===== config.mk =====
export PLATFORM = sky130hd
export DESIGN_NAME = pci_board_bus_glue
export DESIGN_NICKNAME = d
export VERILOG_FILES = /design/src/common/bus_glue_pkg.sv /design/src/verilog/pci_board_bus_glue.sv
export SDC_FILE = /design/constraint.sdc
export NUM_CORES = 1
export LEC_CHECK = 0
export BUFFER_PORTS_ARGS = -buffer_cell sky130_fd_sc_hd__clkbuf_2
export CAP_MARGIN = 20
export CORE_MARGIN = 2
export CORE_UTILIZATION = 47
export DETAILED_ROUTE_END_ITERATION = 16
export MAX_ROUTING_LAYER = met4
export PLACE_DENSITY_LB_ADDON = 0.15
export SKIP_CTS_REPAIR_TIMING = 1
export SLEW_MARGIN = 20
export SYNTH_ARGS = -nofsm -noshare
export SYNTH_HDL_FRONTEND = slang
export SYNTH_SLANG_ARGS = --single-unit

===== constraint.sdc =====
create_clock -name clk -period 2.6 [get_ports clk]
set_clock_uncertainty 0.05 [all_clocks]
set_input_delay 0.52 -clock clk [delete_from_list [all_inputs] [get_ports clk]]
set_output_delay 0.52 -clock clk [all_outputs]
set_load 0.01 [all_outputs]

===== src/common/bus_glue_pkg.sv =====
// Shared constants and carrier types for the host bus glue block
package bus_glue_pkg;
   localparam int HOST_ADDR_W = 24;
   localparam int HOST_DATA_W = 16;
   localparam int SYS_ADDR_W = 32;
   localparam int DMA_CHANNELS = 3;
   localparam int DMA_COUNT_W = 24;
   localparam int IRQ_SOURCES = 21;
   localparam logic [1:0] CH_AI = 2'h0;
   localparam logic [1:0] CH_AO = 2'h1;
   localparam logic [1:0] CH_GPCT = 2'h2;
   localparam logic [1:0] SIZE_BYTE = 2'h0;
   localparam logic [1:0] SIZE_HALF = 2'h1;
   localparam logic [1:0] SIZE_WORD = 2'h2;
   localparam int CLK_PERIOD_PS = 4000;
   localparam int TIMER_RES_PS = 50000;
   localparam int TICK_CYCLES = (TIMER_RES_PS + CLK_PERIOD_PS - 1) / CLK_PERIOD_PS;
   localparam int TICK_W = 4;

   // Host programmed access towards the internal bus
   typedef struct packed {
      logic valid;
      logic write;
      logic [1:0] size;
      logic [HOST_ADDR_W-1:0] addr;
      logic [HOST_DATA_W-1:0] data;
   } host_req_t;

   // Setup of one DMA channel
   typedef struct packed {
      logic start;
      logic to_memory;
      logic [SYS_ADDR_W-1:0] mem_addr;
      logic [DMA_COUNT_W-1:0] count;
   } dma_cfg_t;

   // One bus-master beat to system memory
   typedef struct packed {
      logic valid;
      logic write;
      logic [1:0] channel;
      logic [SYS_ADDR_W-1:0] addr;
      logic [HOST_DATA_W-1:0] data;
   } mem_req_t;
endpackage : bus_glue_pkg


===== src/verilog/pci_board_bus_glue.sv =====
// Host bus glue: width filter, config hold, three DMA channels, merged interrupt
// Notes on behaviour
// RQ1 - Only byte and halfword host transfers accepted
// RQ2 - Three concurrent DMA channels: AI, AO, counters
// RQ3 - Over twenty interrupt sources routed toward INTA
// RQ4 - Interrupts only on INTA, never B/C/D
// RQ5 - Software routes all sources to first output
// RQ6 - Timing groups use a 50 ns tick; code ticks every 13 clocks, 52 ns
// RQ7 - Base address and level held, set by software
// RQ8 - Early low-speed variant has no DMA
// RQ9 - Bus master moves data without processor
// RQ10 - INTA active low level, released when clear
`timescale 1ns/1ps
`default_nettype none
module pci_board_bus_glue #(
   parameter bit DMA_PRESENT = 1'b1
) (
   input wire logic clk, // 250 MHz bus clock
   input wire logic rst, // Synchronous active high reset
   input wire bus_glue_pkg::host_req_t host_req, // Host programmed access
   output logic host_ack, // Access taken this cycle
   output logic host_refused, // Access refused: 32-bit width or unused size code
   output bus_glue_pkg::host_req_t local_req, // Access passed to internal bus
   input wire logic cfg_we, // Configuration write strobe
   input wire logic [bus_glue_pkg::SYS_ADDR_W-1:0] cfg_base, // Base memory address
   input wire logic [7:0] cfg_irq_line, // Interrupt level
   output logic [bus_glue_pkg::SYS_ADDR_W-1:0] base_addr, // Held base address
   output logic [7:0] irq_line, // Held interrupt level
   input wire bus_glue_pkg::dma_cfg_t dma_cfg [bus_glue_pkg::DMA_CHANNELS], // Per-channel setup
   input wire logic [bus_glue_pkg::DMA_CHANNELS-1:0] dma_dreq, // Board data ready per channel
   input wire logic [bus_glue_pkg::HOST_DATA_W-1:0] board_rdata [bus_glue_pkg::DMA_CHANNELS], // Board data
   output bus_glue_pkg::mem_req_t mem_req, // Master beat to memory
   input wire logic mem_ready, // Memory took the beat
   input wire logic [bus_glue_pkg::HOST_DATA_W-1:0] mem_rdata, // Data read from memory
   output logic [bus_glue_pkg::DMA_CHANNELS-1:0] board_wstrobe, // Memory data to board
   output logic [bus_glue_pkg::HOST_DATA_W-1:0] board_wdata, // Data for board
   output logic [bus_glue_pkg::DMA_CHANNELS-1:0] dma_busy, // Channel running
   output logic [bus_glue_pkg::DMA_CHANNELS-1:0] dma_done, // Channel finished pulse
   input wire logic first_interrupt_output, // Timing controller interrupt
   output logic inta_n_o, // INTA output level, low
   output logic inta_n_oe, // INTA enable, open drain
   output logic timing_tick // 52 ns tick (50 ns rounded up to 13 clocks) for timing groups
);
   import bus_glue_pkg::*;

   // One beat moves one halfword, so the address steps by its byte count
   localparam int BEAT_BYTES = HOST_DATA_W / 8;
   localparam logic [SYS_ADDR_W-1:0] ADDR_STEP = SYS_ADDR_W'(BEAT_BYTES);
   localparam logic [DMA_COUNT_W-1:0] LAST_BEAT = DMA_COUNT_W'(1);
   // Arbiter starts as if the last channel was served, so channel 0 goes first
   localparam logic [1:0] LAST_AT_RESET = 2'(DMA_CHANNELS - 1);
   localparam logic [TICK_W-1:0] TICK_LAST = TICK_W'(TICK_CYCLES - 1);

   typedef enum logic [1:0] {
      ARB_IDLE = 2'b00,
      ARB_BEAT = 2'b01
   } arb_state_t;

   // Width filter: 32-bit requests are refused, not split
   // The unused size code is refused as well, so only byte and halfword pass
   wire size_byte = host_req.size == SIZE_BYTE;
   wire size_half = host_req.size == SIZE_HALF;
   wire narrow_req = host_req.valid && (size_byte || size_half); // RQ1
   assign host_ack = narrow_req;
   assign host_refused = host_req.valid && !narrow_req; // RQ1

   // Refused or idle cycles leave zeros on the internal bus
   always_ff @(posedge clk) begin
      if (rst) local_req <= '0;
      else local_req <= narrow_req ? host_req : '0; // RQ1
   end

   // Held configuration, cleared at power on
   // Only software writes change these; the level is held for software only
   always_ff @(posedge clk) begin
      if (rst) begin
         base_addr <= '0;
         irq_line <= '0;
      end else if (cfg_we) begin
         base_addr <= cfg_base; // RQ7
         irq_line <= cfg_irq_line; // RQ7
      end
   end

   // 50 ns timebase; rounding up keeps intervals no shorter than stated
   logic [TICK_W-1:0] tick_cnt_reg;
   // TICK_W must hold TICK_LAST; the count wraps after TICK_CYCLES clocks
   wire tick_wrap = tick_cnt_reg == TICK_LAST;
   always_ff @(posedge clk) begin
      if (rst) tick_cnt_reg <= '0;
      else tick_cnt_reg <= tick_wrap ? '0 : tick_cnt_reg + 1'b1; // RQ6
   end
   assign timing_tick = tick_wrap;

   // DMA channels; dir_reg set means board to memory, a write beat
   // A start while busy is ignored so a running transfer is never disturbed
   logic [SYS_ADDR_W-1:0] addr_reg [DMA_CHANNELS];
   logic [DMA_COUNT_W-1:0] left_reg [DMA_CHANNELS];
   logic [DMA_CHANNELS-1:0] dir_reg;
   logic [DMA_CHANNELS-1:0] want;
   logic [1:0] grant_reg;
   logic [1:0] last_reg;
   arb_state_t arb_reg;
   wire beat_done = (arb_reg == ARB_BEAT) && mem_ready;

   genvar g;
   generate
      for (g = 0; g < DMA_CHANNELS; g++) begin : gen_ch
         wire mine = beat_done && (grant_reg == 2'(g));
         wire last = left_reg[g] == LAST_BEAT;
         wire take = dma_cfg[g].start && !dma_busy[g] && DMA_PRESENT; // RQ8
         wire nonzero = dma_cfg[g].count != '0;
         // Without DMA the channels stay idle; software moves all data
         assign want[g] = dma_busy[g] && dma_dreq[g] && DMA_PRESENT; // RQ8
         always_ff @(posedge clk) begin
            if (rst) begin
               dma_busy[g] <= 1'b0;
               dma_done[g] <= 1'b0;
               addr_reg[g] <= '0;
               left_reg[g] <= '0;
               dir_reg[g] <= 1'b0;
            end else begin
               dma_done[g] <= mine && last;
               if (take) begin // RQ8
                  // A zero count is ignored: the channel stays idle
                  dma_busy[g] <= nonzero; // RQ2
                  addr_reg[g] <= dma_cfg[g].mem_addr;
                  left_reg[g] <= dma_cfg[g].count;
                  dir_reg[g] <= dma_cfg[g].to_memory;
               end else if (mine) begin
                  addr_reg[g] <= addr_reg[g] + ADDR_STEP; // RQ9
                  left_reg[g] <= left_reg[g] - 1'b1; // RQ9
                  dma_busy[g] <= !last; // RQ9
               end
            end
         end
      end
   endgenerate

   // Round robin from the channel after the last served, so none starves
   logic [1:0] pick;
   logic found;
   always_comb begin
      int k;
      logic [1:0] c;
      k = 0;
      c = '0;
      pick = '0;
      found = 1'b0;
      for (k = 1; k <= DMA_CHANNELS; k++) begin
         c = 2'((int'(last_reg) + k) % DMA_CHANNELS);
         if (!found && want[c]) begin
            pick = c; // RQ2
            found = 1'b1;
         end
      end
   end

   // Beat built from the picked channel; launched only from idle
   mem_req_t launch_beat;
   assign launch_beat = '{
      valid: 1'b1,
      write: dir_reg[pick],
      channel: pick,
      addr: addr_reg[pick],
      data: board_rdata[pick]
   };

   // The beat stands until memory takes it, then drops for one cycle
   always_ff @(posedge clk) begin
      if (rst) begin
         arb_reg <= ARB_IDLE;
         grant_reg <= '0;
         last_reg <= LAST_AT_RESET;
         mem_req <= '0;
      end else begin
         unique case (arb_reg)
            ARB_IDLE: begin
               if (found) begin
                  arb_reg <= ARB_BEAT;
                  grant_reg <= pick;
                  mem_req <= launch_beat; // RQ9
               end
            end
            ARB_BEAT: begin
               if (mem_ready) begin
                  arb_reg <= ARB_IDLE;
                  last_reg <= grant_reg;
                  mem_req <= '0;
               end
            end
         endcase
      end
   end

   // Memory-to-board data lands on the granted channel
   // The strobe lasts one cycle; the data holds until the next read beat
   wire read_landed = beat_done && !mem_req.write;
   always_ff @(posedge clk) begin
      if (rst) begin
         board_wstrobe <= '0;
         board_wdata <= '0;
      end else begin
         board_wstrobe <= '0;
         if (read_landed) begin
            board_wstrobe[grant_reg] <= 1'b1; // RQ9
            board_wdata <= mem_rdata;
         end
      end
   end

   // Single level input carries every routed source; INTB..D do not exist here
   // Registered so the shared line never sees a combinational glitch
   logic irq_reg;
   always_ff @(posedge clk) begin
      if (rst) irq_reg <= 1'b0;
      else irq_reg <= first_interrupt_output; // RQ3 RQ5
   end
   // Open drain: the pin is only pulled low, released when nothing is pending
   assign inta_n_o = 1'b0; // RQ4
   assign inta_n_oe = irq_reg; // RQ10
endmodule : pci_board_bus_glue
`default_nettype wire

Yosys cells after proc, flatten, opt, wreduce, memory -nomap -nowiden

Memories as Yosys holds them, arrays and structs flattened.
Index checks and enable logic that the tools add are counted.

Register bits after elaboration: 175
Bits in writable memories: 168
Output and inout bits: 166
Word-level logic and storage cells: 186
Memories: 2

Memory list:

| memory   | words | bits a word | read ports | clocked after memory_dff | wr ports | RTL line                 | source |
|---|---|---|---|---|---|---|---|
| addr_reg | 3     | 32          | 4          | 0                        | 3        | pci_board_bus_glue.sv:97 | `logic [SYS_ADDR_W-1:0] addr_reg [DMA_CHANNELS];` |
| left_reg | 3     | 24          | 3          | 0                        | 3        | pci_board_bus_glue.sv:98 | `logic [DMA_COUNT_W-1:0] left_reg [DMA_CHANNELS];` |

$add $sub $neg: 10
Div/mod/pow operators: 3
Order comparisons: 7
Eq/ne operators: 10
Mux-type cells: 66
Bitwise operators: 15
Reduce and logical (&&, ||, !) cells: 45

Operators by type and width:

| kind                                                    | count |
|---|---|
| two-way mux 32 bit                                      | 6 |
| two-way mux 24 bit                                      | 6 |
| two-way mux 52 bit                                      | 2 |
| one-hot mux 52 bit (2 select lines)                     | 1 |
| adder 32 x 2 -> 32 bit (second input constant)          | 3 |
| remainder unit 32 x 3 -> 32 bit (second input constant) | 3 |
| == test 24 x 1 -> 1 bit (second input constant)         | 3 |
| nonzero test 24 bit                                     | 3 |
| subtractor 24 x 1 -> 24 bit (second input constant)     | 3 |
| two-way mux 1 bit                                       | 37 |
| binary-select mux 16 bit (select 2 bit)                 | 1 |
| two-way mux 16 bit                                      | 2 |
| logical AND 1 bit                                       | 19 |
| < comparator 2 x 3 -> 1 bit (second input constant)     | 5 |
| OR 1 bit                                                | 12 |
| logical NOT 1 bit                                       | 10 |
| two-way mux 2 bit                                       | 5 |
| binary-select mux 1 bit (select 2 bit)                  | 4 |
| adder 2 x 2 -> 3 bit (second input constant)            | 2 |
| == test 2 x 1 -> 1 bit (second input constant)          | 3 |
| logical NOT 2 bit                                       | 3 |
| AND reduction 2 bit                                     | 3 |
| nonzero test 2 bit                                      | 3 |
| OR reduction 2 bit                                      | 3 |
| 12 further kinds                                        | 14 |

Logic depth before layout (Yosys ltp)

Gate-level depths: netlist (run 1).

Depth in word-level cells: 17
Mapped depth: 12

Worst setup path after synthesis (run 1)

Ideal clock, no wire load.

Path kind: in2reg
From: input mem_ready
To: memory addr_reg[2][10], enable pin
Library setup time: 0.414 ns
Arrival time: 2.248 ns
Data required time: 2.136 ns
Path slack: -0.112 ns
Stages: 4
Cell sequence: nand2_1 -> or2_2 -> clkbuf_1 -> nand2_1

RTL lines:

| item               | RTL line                 | source |
|---|---|---|
| start: declaration | pci_board_bus_glue.sv:33 | `input wire logic mem_ready,` |
| end: declaration   | pci_board_bus_glue.sv:97 |  |

Worst setup path in the final report (run 1)

From: register last_reg[0]
To: register mem_req[15] (netlist bit)

Cells in the longest elaborated chain, start to end: 17

RTL lines:

| item                                                   | RTL line                  | source |
|---|---|---|
| start: declaration                                     | pci_board_bus_glue.sv:102 | `logic [1:0] last_reg;` |
| start signal: assignment                               | pci_board_bus_glue.sv:188 | `last_reg <= grant_reg;` |
| adder 2 x 1 -> 3 bit                                   | pci_board_bus_glue.sv:151 | `c = 2'((int'(last_reg) + k) % DMA_CHANNELS);` |
| remainder unit 32 x 3 -> 32 bit                        | pci_board_bus_glue.sv:151 |  |
| binary-select mux 1 bit (select 2 bit)                 | pci_board_bus_glue.sv:152 | `if (!found && want[c]) begin` |
| two-way mux 1 bit (not written as such)                | pci_board_bus_glue.sv:152 |  |
| two-way mux 1 bit                                      | pci_board_bus_glue.sv:152 |  |
| logical NOT 1 bit                                      | pci_board_bus_glue.sv:152 |  |
| logical AND 1 bit                                      | pci_board_bus_glue.sv:152 |  |
| two-way mux 1 bit                                      | pci_board_bus_glue.sv:152 |  |
| logical NOT 1 bit                                      | pci_board_bus_glue.sv:152 |  |
| logical AND 1 bit                                      | pci_board_bus_glue.sv:152 |  |
| two-way mux 2 bit                                      | pci_board_bus_glue.sv:152 |  |
| NOT 2 -> 3 bit (not written as such)                   | pci_board_bus_glue.sv:166 | `data: board_rdata[pick]` |
| binary-select mux 16 bit (select 2 bit)                | pci_board_bus_glue.sv:166 |  |
| two-way mux 16 bit (not written as such) (2 in series) | pci_board_bus_glue.sv:166 |  |
| two-way mux 52 bit                                     | pci_board_bus_glue.sv:179 | `if (found) begin` |
| one-hot mux 52 bit (2 select lines)                    | pci_board_bus_glue.sv:177 | `unique case (arb_reg)` |
| end signal: assignment                                 | pci_board_bus_glue.sv:182 | `mem_req <= launch_beat;` |
| end: declaration                                       | pci_board_bus_glue.sv:32  | `output bus_glue_pkg::mem_req_t mem_req,` |

Parallel ways exist; a longest one is shown, timed or not. The select of a mux whose other input is x is not followed.
A chain may end at the register's enable or synchronous reset.

==> impl_metrics.py, run 1 <==
metrics = {
    "run_status": {
        "status": "completed",
    },
    "place": {
        "hpwl_um": 39360,
        "place_area_um2": 19790,
        "portBuffers": 494,
        "place.gp.congestion": 0.9183,
    },
    "finish": {
        "multi_input_area_um2": 7631,
        "seqCellArea_um2": 8513,
        "largest_reg_flops": 96,
        "nets": 2514,
        "fill_cells": 3040,
        "layout-drive-gt1-share_pct": 30.82,
        "final_area_um2": 21350,
        "area_delta_synth_final_pct": 29.50,
    },
    "timing": {
        "relSlewSlack_pct": 58.73,
        "hold_viol": 0,
        "setup_viol": 0,
        "fin_crit_sh_pct": 98.70,
        "fmax_mhz": 389.7,
        "rsz0062_at_grt": "true",
        "slew_viol_final": 0,
        "setup_tns_ps": 0,
        "post-route-min-period_ps": 2566,
        "worst_pin_slew_ps": 613.3,
    },
    "worst_setup_path": {
        "critPathLaunchType": "flop",
        "path_class": "reg2reg",
        "cp_data_required_time_ps": 2950,
        "endpoint_kind": "flop",
        "critPathMaxFanout": 17,
        "cp.arrival_ps": 2920,
        "rrSetupSlack_ps": 30,
    },
    "floorplanning": {
        "die_y_um": 191.3,
        "std_cell_rows": 68,
        "start_util_pct": 47.73,
        "die-area_um2": 36590,
        "core-area_um2": 34540,
        "io-pin-count": 496,
        "die_w_um": 191.3,
    },
    "flow_run": {
        "max-cap-violations": 0,
    },
    "global_route": {
        "grt_pass1_wl_um": 77740,
        "grtUsageTotal_pct": 28.03,
        "grt_use_met1_pct": 35.72,
        "met3_usage_pct": 7.564,
        "met2_usage_pct": 43.34,
        "grt_max_degree": 57,
        "grt.busiest_layer": "met2",
        "antenna_found_initial": 13,
        "grt-ovfl-total": 0,
        "grt_pass1_vias": 13870,
    },
    "power": {
        "clkPwrFrac_pct": 38.8,
        "p_int_mw": 10.26,
        "sequentialPowerShare_pct": 46.5,
        "p_sw_mw": 3.774,
        "max-vdd-ir-drop_mv": 0.6008,
        "power_density_nw_per_um2": 657.6,
        "power.leakage_nw": 9.003,
        "p_comb_share_pct": 14.7,
        "p_sw_share_pct": 26.89,
    },
    "synth": {
        "synth_cell_types": 68,
        "synth-edff-count": 168,
        "ys_ff_latch": 341,
        "syn_avg_cell_area_um2": 9.937,
        "netlist_area_um2": 16490,
        "yosysWarnings": 0,
        "ys_seq_area_share_pct": 51.61,
        "ys.flop_type": "dfxtp_1",
        "synthArstFlopShare_pct": 0,
        "postSynthCellCount": 1659,
    },
    "route": {
        "dr.pass1.iters": 5,
        "drt_wl_total_um": 52590,
        "vias": 14550,
        "drc": 0,
        "avgRoutedWirePerCell_um": 19.70,
        "drtIter0Drc": 1272,
        "drtAntennaViolNets": 0,
        "routed_via_density": 5.450,
    },
    "clock_network": {
        "path_clk_slew_ps": 60,
        "worstSkewPairLatency_ps": 530,
        "cts_sinks": 341,
        "cts_buffers": 39,
        "clock_path_buffers": 3,
        "cts-root-buf": "clkbuf_16",
        "cts_tree": "built",
        "cts_max_level": 2,
    },
    "worst_hold_path": {
        "holdCritPathClass": "in2reg",
    },
}
-- cell type report --
cell class,count,area share (%)
antenna,15,0.1758
clock buffer,51,5.175
timing repair buffer,562,15.23
tap,455,2.667
inverter,22,0.3985
clock inverter,20,0.7326
multi-input combinational,1204,35.74
sequential,341,39.88
-- layout by cell type (no fill, tap or decap), types with 7 or more instances in the layout --
cell / n
a21oi_1: 37
a221o_1: 17
a22oi_1: 50
and2_1: 48
and3_1: 19
and4_1: 15
buf_12: 14
buf_4: 47
clkbuf_1: 7
clkbuf_16: 45
clkbuf_2: 493
clkinv_2: 11
dfxtp_1: 171
diode_2: 15
edfxtp_1: 168
ha_1: 12
inv_1: 20
mux2i_1: 77
mux2i_2: 14
nand2_1: 233
nand2b_1: 10
nand3_1: 41
nand4_1: 20
nor2_1: 118
nor3_1: 46
nor4_1: 32
o21ai_0: 140
o22ai_1: 32
or3_1: 7
or4_1: 8
xnor2_1: 70
xor2_1: 80
-- cell families (layout without fill, tap and decap cells) --
logic type / count (synthesis) / count (layout) / share of synthesized area, %
simple gates: 644 / 644 / 19.37
mux: 93 / 93 / 5.753
fa+ha+maj: 14 / 14 / 1.063
buf+inv: 115 / 655 / 2.952
other cells: 1 / 17 / 0.02275
flops: 341 / 341 / 51.61
xor+xnor: 150 / 150 / 7.969
compound gates: 301 / 301 / 11.26
-- cells in the mapped netlist (5+ instances only) --
cell type | number | share of area (%)
a21oi_1 | 37 | 1.1
nor4_1 | 33 | 1.3
and3_1 | 19 | 0.72
a22oi_1 | 50 | 2.3
a221o_1 | 17 | 1.0
nor3_1 | 47 | 1.4
buf_2 | 8 | 0.24
ha_1 | 14 | 1.1
xnor2_1 | 70 | 3.7
nand2_1 | 237 | 5.4
nor2b_1 | 11 | 0.42
nand4_1 | 20 | 0.76
o21ai_1 | 6 | 0.18
or4_1 | 8 | 0.36
and4_1 | 15 | 0.80
o22ai_1 | 33 | 1.3
nand2b_1 | 10 | 0.38
and2_1 | 48 | 1.8
or3_1 | 7 | 0.27
mux2i_1 | 91 | 5.5
buf_6 | 5 | 0.34
inv_1 | 21 | 0.48
dfxtp_1 | 173 | 21
or2_2 | 5 | 0.19
nand3_1 | 41 | 1.2
nor2_1 | 119 | 2.7
xor2_1 | 80 | 4.3
o21ai_0 | 140 | 4.3
edfxtp_1 | 168 | 31
clkbuf_1 | 74 | 1.7
-- metal layers --
metal | wire [um] | vias to the layer above
li1 | - | 6986
met1 | 21190 | 6891
met2 | 24700 | 589
met3 | 5204 | 85
met4 | 1496 | 0
met5 | 0 | -
-- power by group through the flow --
stage                     logic (mW)  registers, mW  clock network (mW)
final                           2.07           6.53                5.45
after global routing            2.26           6.58                5.74
after CTS                       1.98           6.50                5.52
after detailed placement        1.97           6.61                   0
after global placement          1.92           6.61                   0
after floorplan                 1.06           6.57                   0
-- through the flow --
step | hold WS, ps | util, % | worst slack (ps) | power (mW) | cells
final | 142.1 | 61.80 | 33.71 | 14.04 | 2670
after global placement | 392.5 | 57.24 | -20.47 | 8.532 | 2575
after floorplan | 379.5 | - | -22.85 | 7.630 | 1660
after CTS | 126.9 | 60.94 | -163.0 | 14.01 | 2647
after detailed placement | 398.5 | 57.29 | -137.9 | 8.581 | 2576
after global routing | 132.4 | 61.79 | -57.71 | 14.57 | 2668
-- path summary, 6_finish.rpt --
path | cells after the start | start | endpoint
hold reg to reg | 2 | board_wdata[5] | board_wdata[5]
setup reg to reg | 10 | last_reg[0] | mem_req[15]
setup / recovery | 10 | last_reg[0] | mem_req[15]
hold / removal | 2 | host_req[11] | local_req[11]
-- critical path, stage by stage, from the launching register on --
cell,delay (ps)
dfxtp_2,320
buf_6,110
ha_4,170
nand4b_1,240
o311a_4,180
nor4_4,370
mux2i_4,310
buf_12,170
nor3_4,50
buf_12,170
a221o_1,300
Note: power is estimated with default switching activity, not from simulation.
==> run 2, diff against run 1 <==
- CORE_AREA: not set -> 2 2 191 193
- CORE_MARGIN: 2 -> not set
- CORE_UTILIZATION: 47 -> not set
- DIE_AREA: not set -> 0 0 193 195
- GPL_TIMING_DRIVEN: not set -> 0
==> impl_metrics.py, run 2 (same netlist as run 1, synthesis figures left out) <==
metrics = {
    "run_status": {
        "status": "finished, violations left",
        "violations": "setup timing",
    },
    "worst_setup_path": {
        "rrSetupSlack_ps": -250,
        "path_class": "reg2reg",
        "worst_r2r_path_depth": 12,
        "worstReg2RegStart": "last_reg[1]",
        "crit_start": "last_reg[1]",
        "endpoint_kind": "flop",
        "critPathLaunchType": "flop",
        "critPathMaxFanout": 6,
        "reg2reg_to": "mem_req[7]",
        "cp.arrival_ps": 3280,
        "cp_data_required_time_ps": 3020,
    },
    "global_route": {
        "antenna_found_initial": 7,
        "grt_pass1_vias": 14260,
        "grt_max_degree": 56,
        "grtUsageTotal_pct": 28.34,
        "grt-ovfl-total": 0,
        "grt_pass1_wl_um": 79670,
    },
    "finish": {
        "mostFrequentLayoutCell": "clkbuf_2",
        "final_cells": 2716,
        "area_delta_synth_final_pct": 31.93,
        "final_cell_mix": "clkbuf_2 (502), nand2_1 (234), dfxtp_1 (171), edfxtp_1 (168), o21ai_0 (140)",
        "largest_reg_flops": 96,
        "nets": 2562,
        "layout-drive-gt1-share_pct": 30.16,
        "final_util_pct": 61.45,
    },
    "route": {
        "dr.pass1.iters": 5,
        "drc": 0,
        "drtIter0Drc": 1046,
        "drtAntennaViolNets": 0,
        "drt_wl_total_um": 54640,
        "routed_via_density": 5.451,
        "vias": 14800,
        "avgRoutedWirePerCell_um": 20.12,
    },
    "timing": {
        "setup_viol": 49,
        "fin_ws_ps": -251.1,
        "hold_viol": 0,
        "rsz0062_at_grt": "true",
        "relSlewSlack_pct": 36.41,
        "fmax_mhz": 350.7,
        "worst_pin_slew_ps": 945.2,
        "fin_crit_sh_pct": 109.7,
        "slew_viol_final": 0,
        "hold_slack_ps": 135.5,
        "post-route-min-period_ps": 2851,
    },
    "place": {
        "portBuffers": 493,
        "dp_cells": 2615,
        "place_ws_ps": -553.3,
        "hpwl_um": 41340,
        "place.gp.congestion": 0.9636,
    },
    "floorplanning": {
        "std_cell_rows": 69,
        "core-area_um2": 35400,
        "io-pin-count": 496,
        "die-area_um2": 37640,
        "die_y_um": 195,
        "die_w_um": 193,
        "start_util_pct": 46.57,
    },
    "worst_hold_path": {
        "min_path_cells": 2,
        "holdCritPathClass": "in2reg",
        "hold_path_startpoint": "host_req[29]",
        "whs_endpoint": "local_req[29]",
    },
    "clock_network": {
        "cts_max_level": 2,
        "cts_sinks": 341,
        "worstSkewPairLatency_ps": 540,
        "cts_tree": "built",
        "cts_buffers": 39,
        "clock_path_buffers": 3,
        "path_clk_slew_ps": 60,
        "cts-root-buf": "clkbuf_16",
    },
    "flow_run": {
        "max-cap-violations": 0,
    },
    "power": {
        "power_density_nw_per_um2": 662.1,
        "max-vdd-ir-drop_mv": 0.4886,
        "power.leakage_nw": 9.026,
        "p_total_mw": 14.40,
    },
}
## run 2: cell count changes in the layout (fill, tap and decap cells not counted), moves of 9 or more
cell      before  now
mux2i_4        1   18
clkbuf_1       7   70
clkbuf_2     493  502
buf_4         47   13
mux2i_1       77   68
## run 2: area by class of cell
| cell class | count | area, um^2 |
|---|---|---|
| fill | 3098 | 13650 |
| sequential | 341 | 8516 |
| multi-input combinational | 1204 | 7944 |
| timing repair buffer | 519 | 2804 |
| clock buffer | 61 | 1256 |
| tap | 461 | 576.8 |
| buffer | 91 | 470.5 |
| clock inverter | 10 | 82.58 |
| inverter | 22 | 82.58 |
| antenna | 7 | 17.52 |
## run 2: stage by stage
stage	setup TNS [ps]	area, um^2
2_1_floorplan	-434.7	16490
3_3_place_gp	-140180	19540
3_5_place_dp	-39360	19580
4_1_cts	-21180	20920
5_1_grt	-13490	21750
6_report	-9051	21750
## run 2: worst max path at each step
stage	to	slack [ps]	cells after the start
2_1_floorplan	mem_req[20]	-20	10
3_3_place_gp	addr_reg[0][11]	-910	4
3_5_place_dp	mem_req[31]	-550	10
4_1_cts	mem_req[31]	-610	10
5_1_grt	mem_req[46]	-320	12
6_report	mem_req[7]	-250	12
## run 2: critical path, cell delays in order (launching register included)
cell      delay, ps
dfxtp_4         350
buf_6           120
ha_4            290
buf_8           110
nand4b_1        190
o21a_1          210
o32ai_4         330
mux2i_4         120
buf_12          160
buf_6           120
nor3_4          380
buf_6           200
a221o_1         150
## run 2: power breakdown
group | switching, mW | internal, mW | leakage (nW)
Sequential | 0.427 | 6.11 | 3.24
Combinational | 1.18 | 0.991 | 5.12
Clock | 2.26 | 3.43 | 0.663
Total | 3.87 | 10.5 | 9.03
## run 2: routing by layer
layer	vias up	track usage [%]	share of wire, %
met5	-	-	0
met4	0	8.810	3.0
met3	96	5.733	8.4
met2	589	47.06	49
met1	7027	34.65	39
li1	7092	-	-
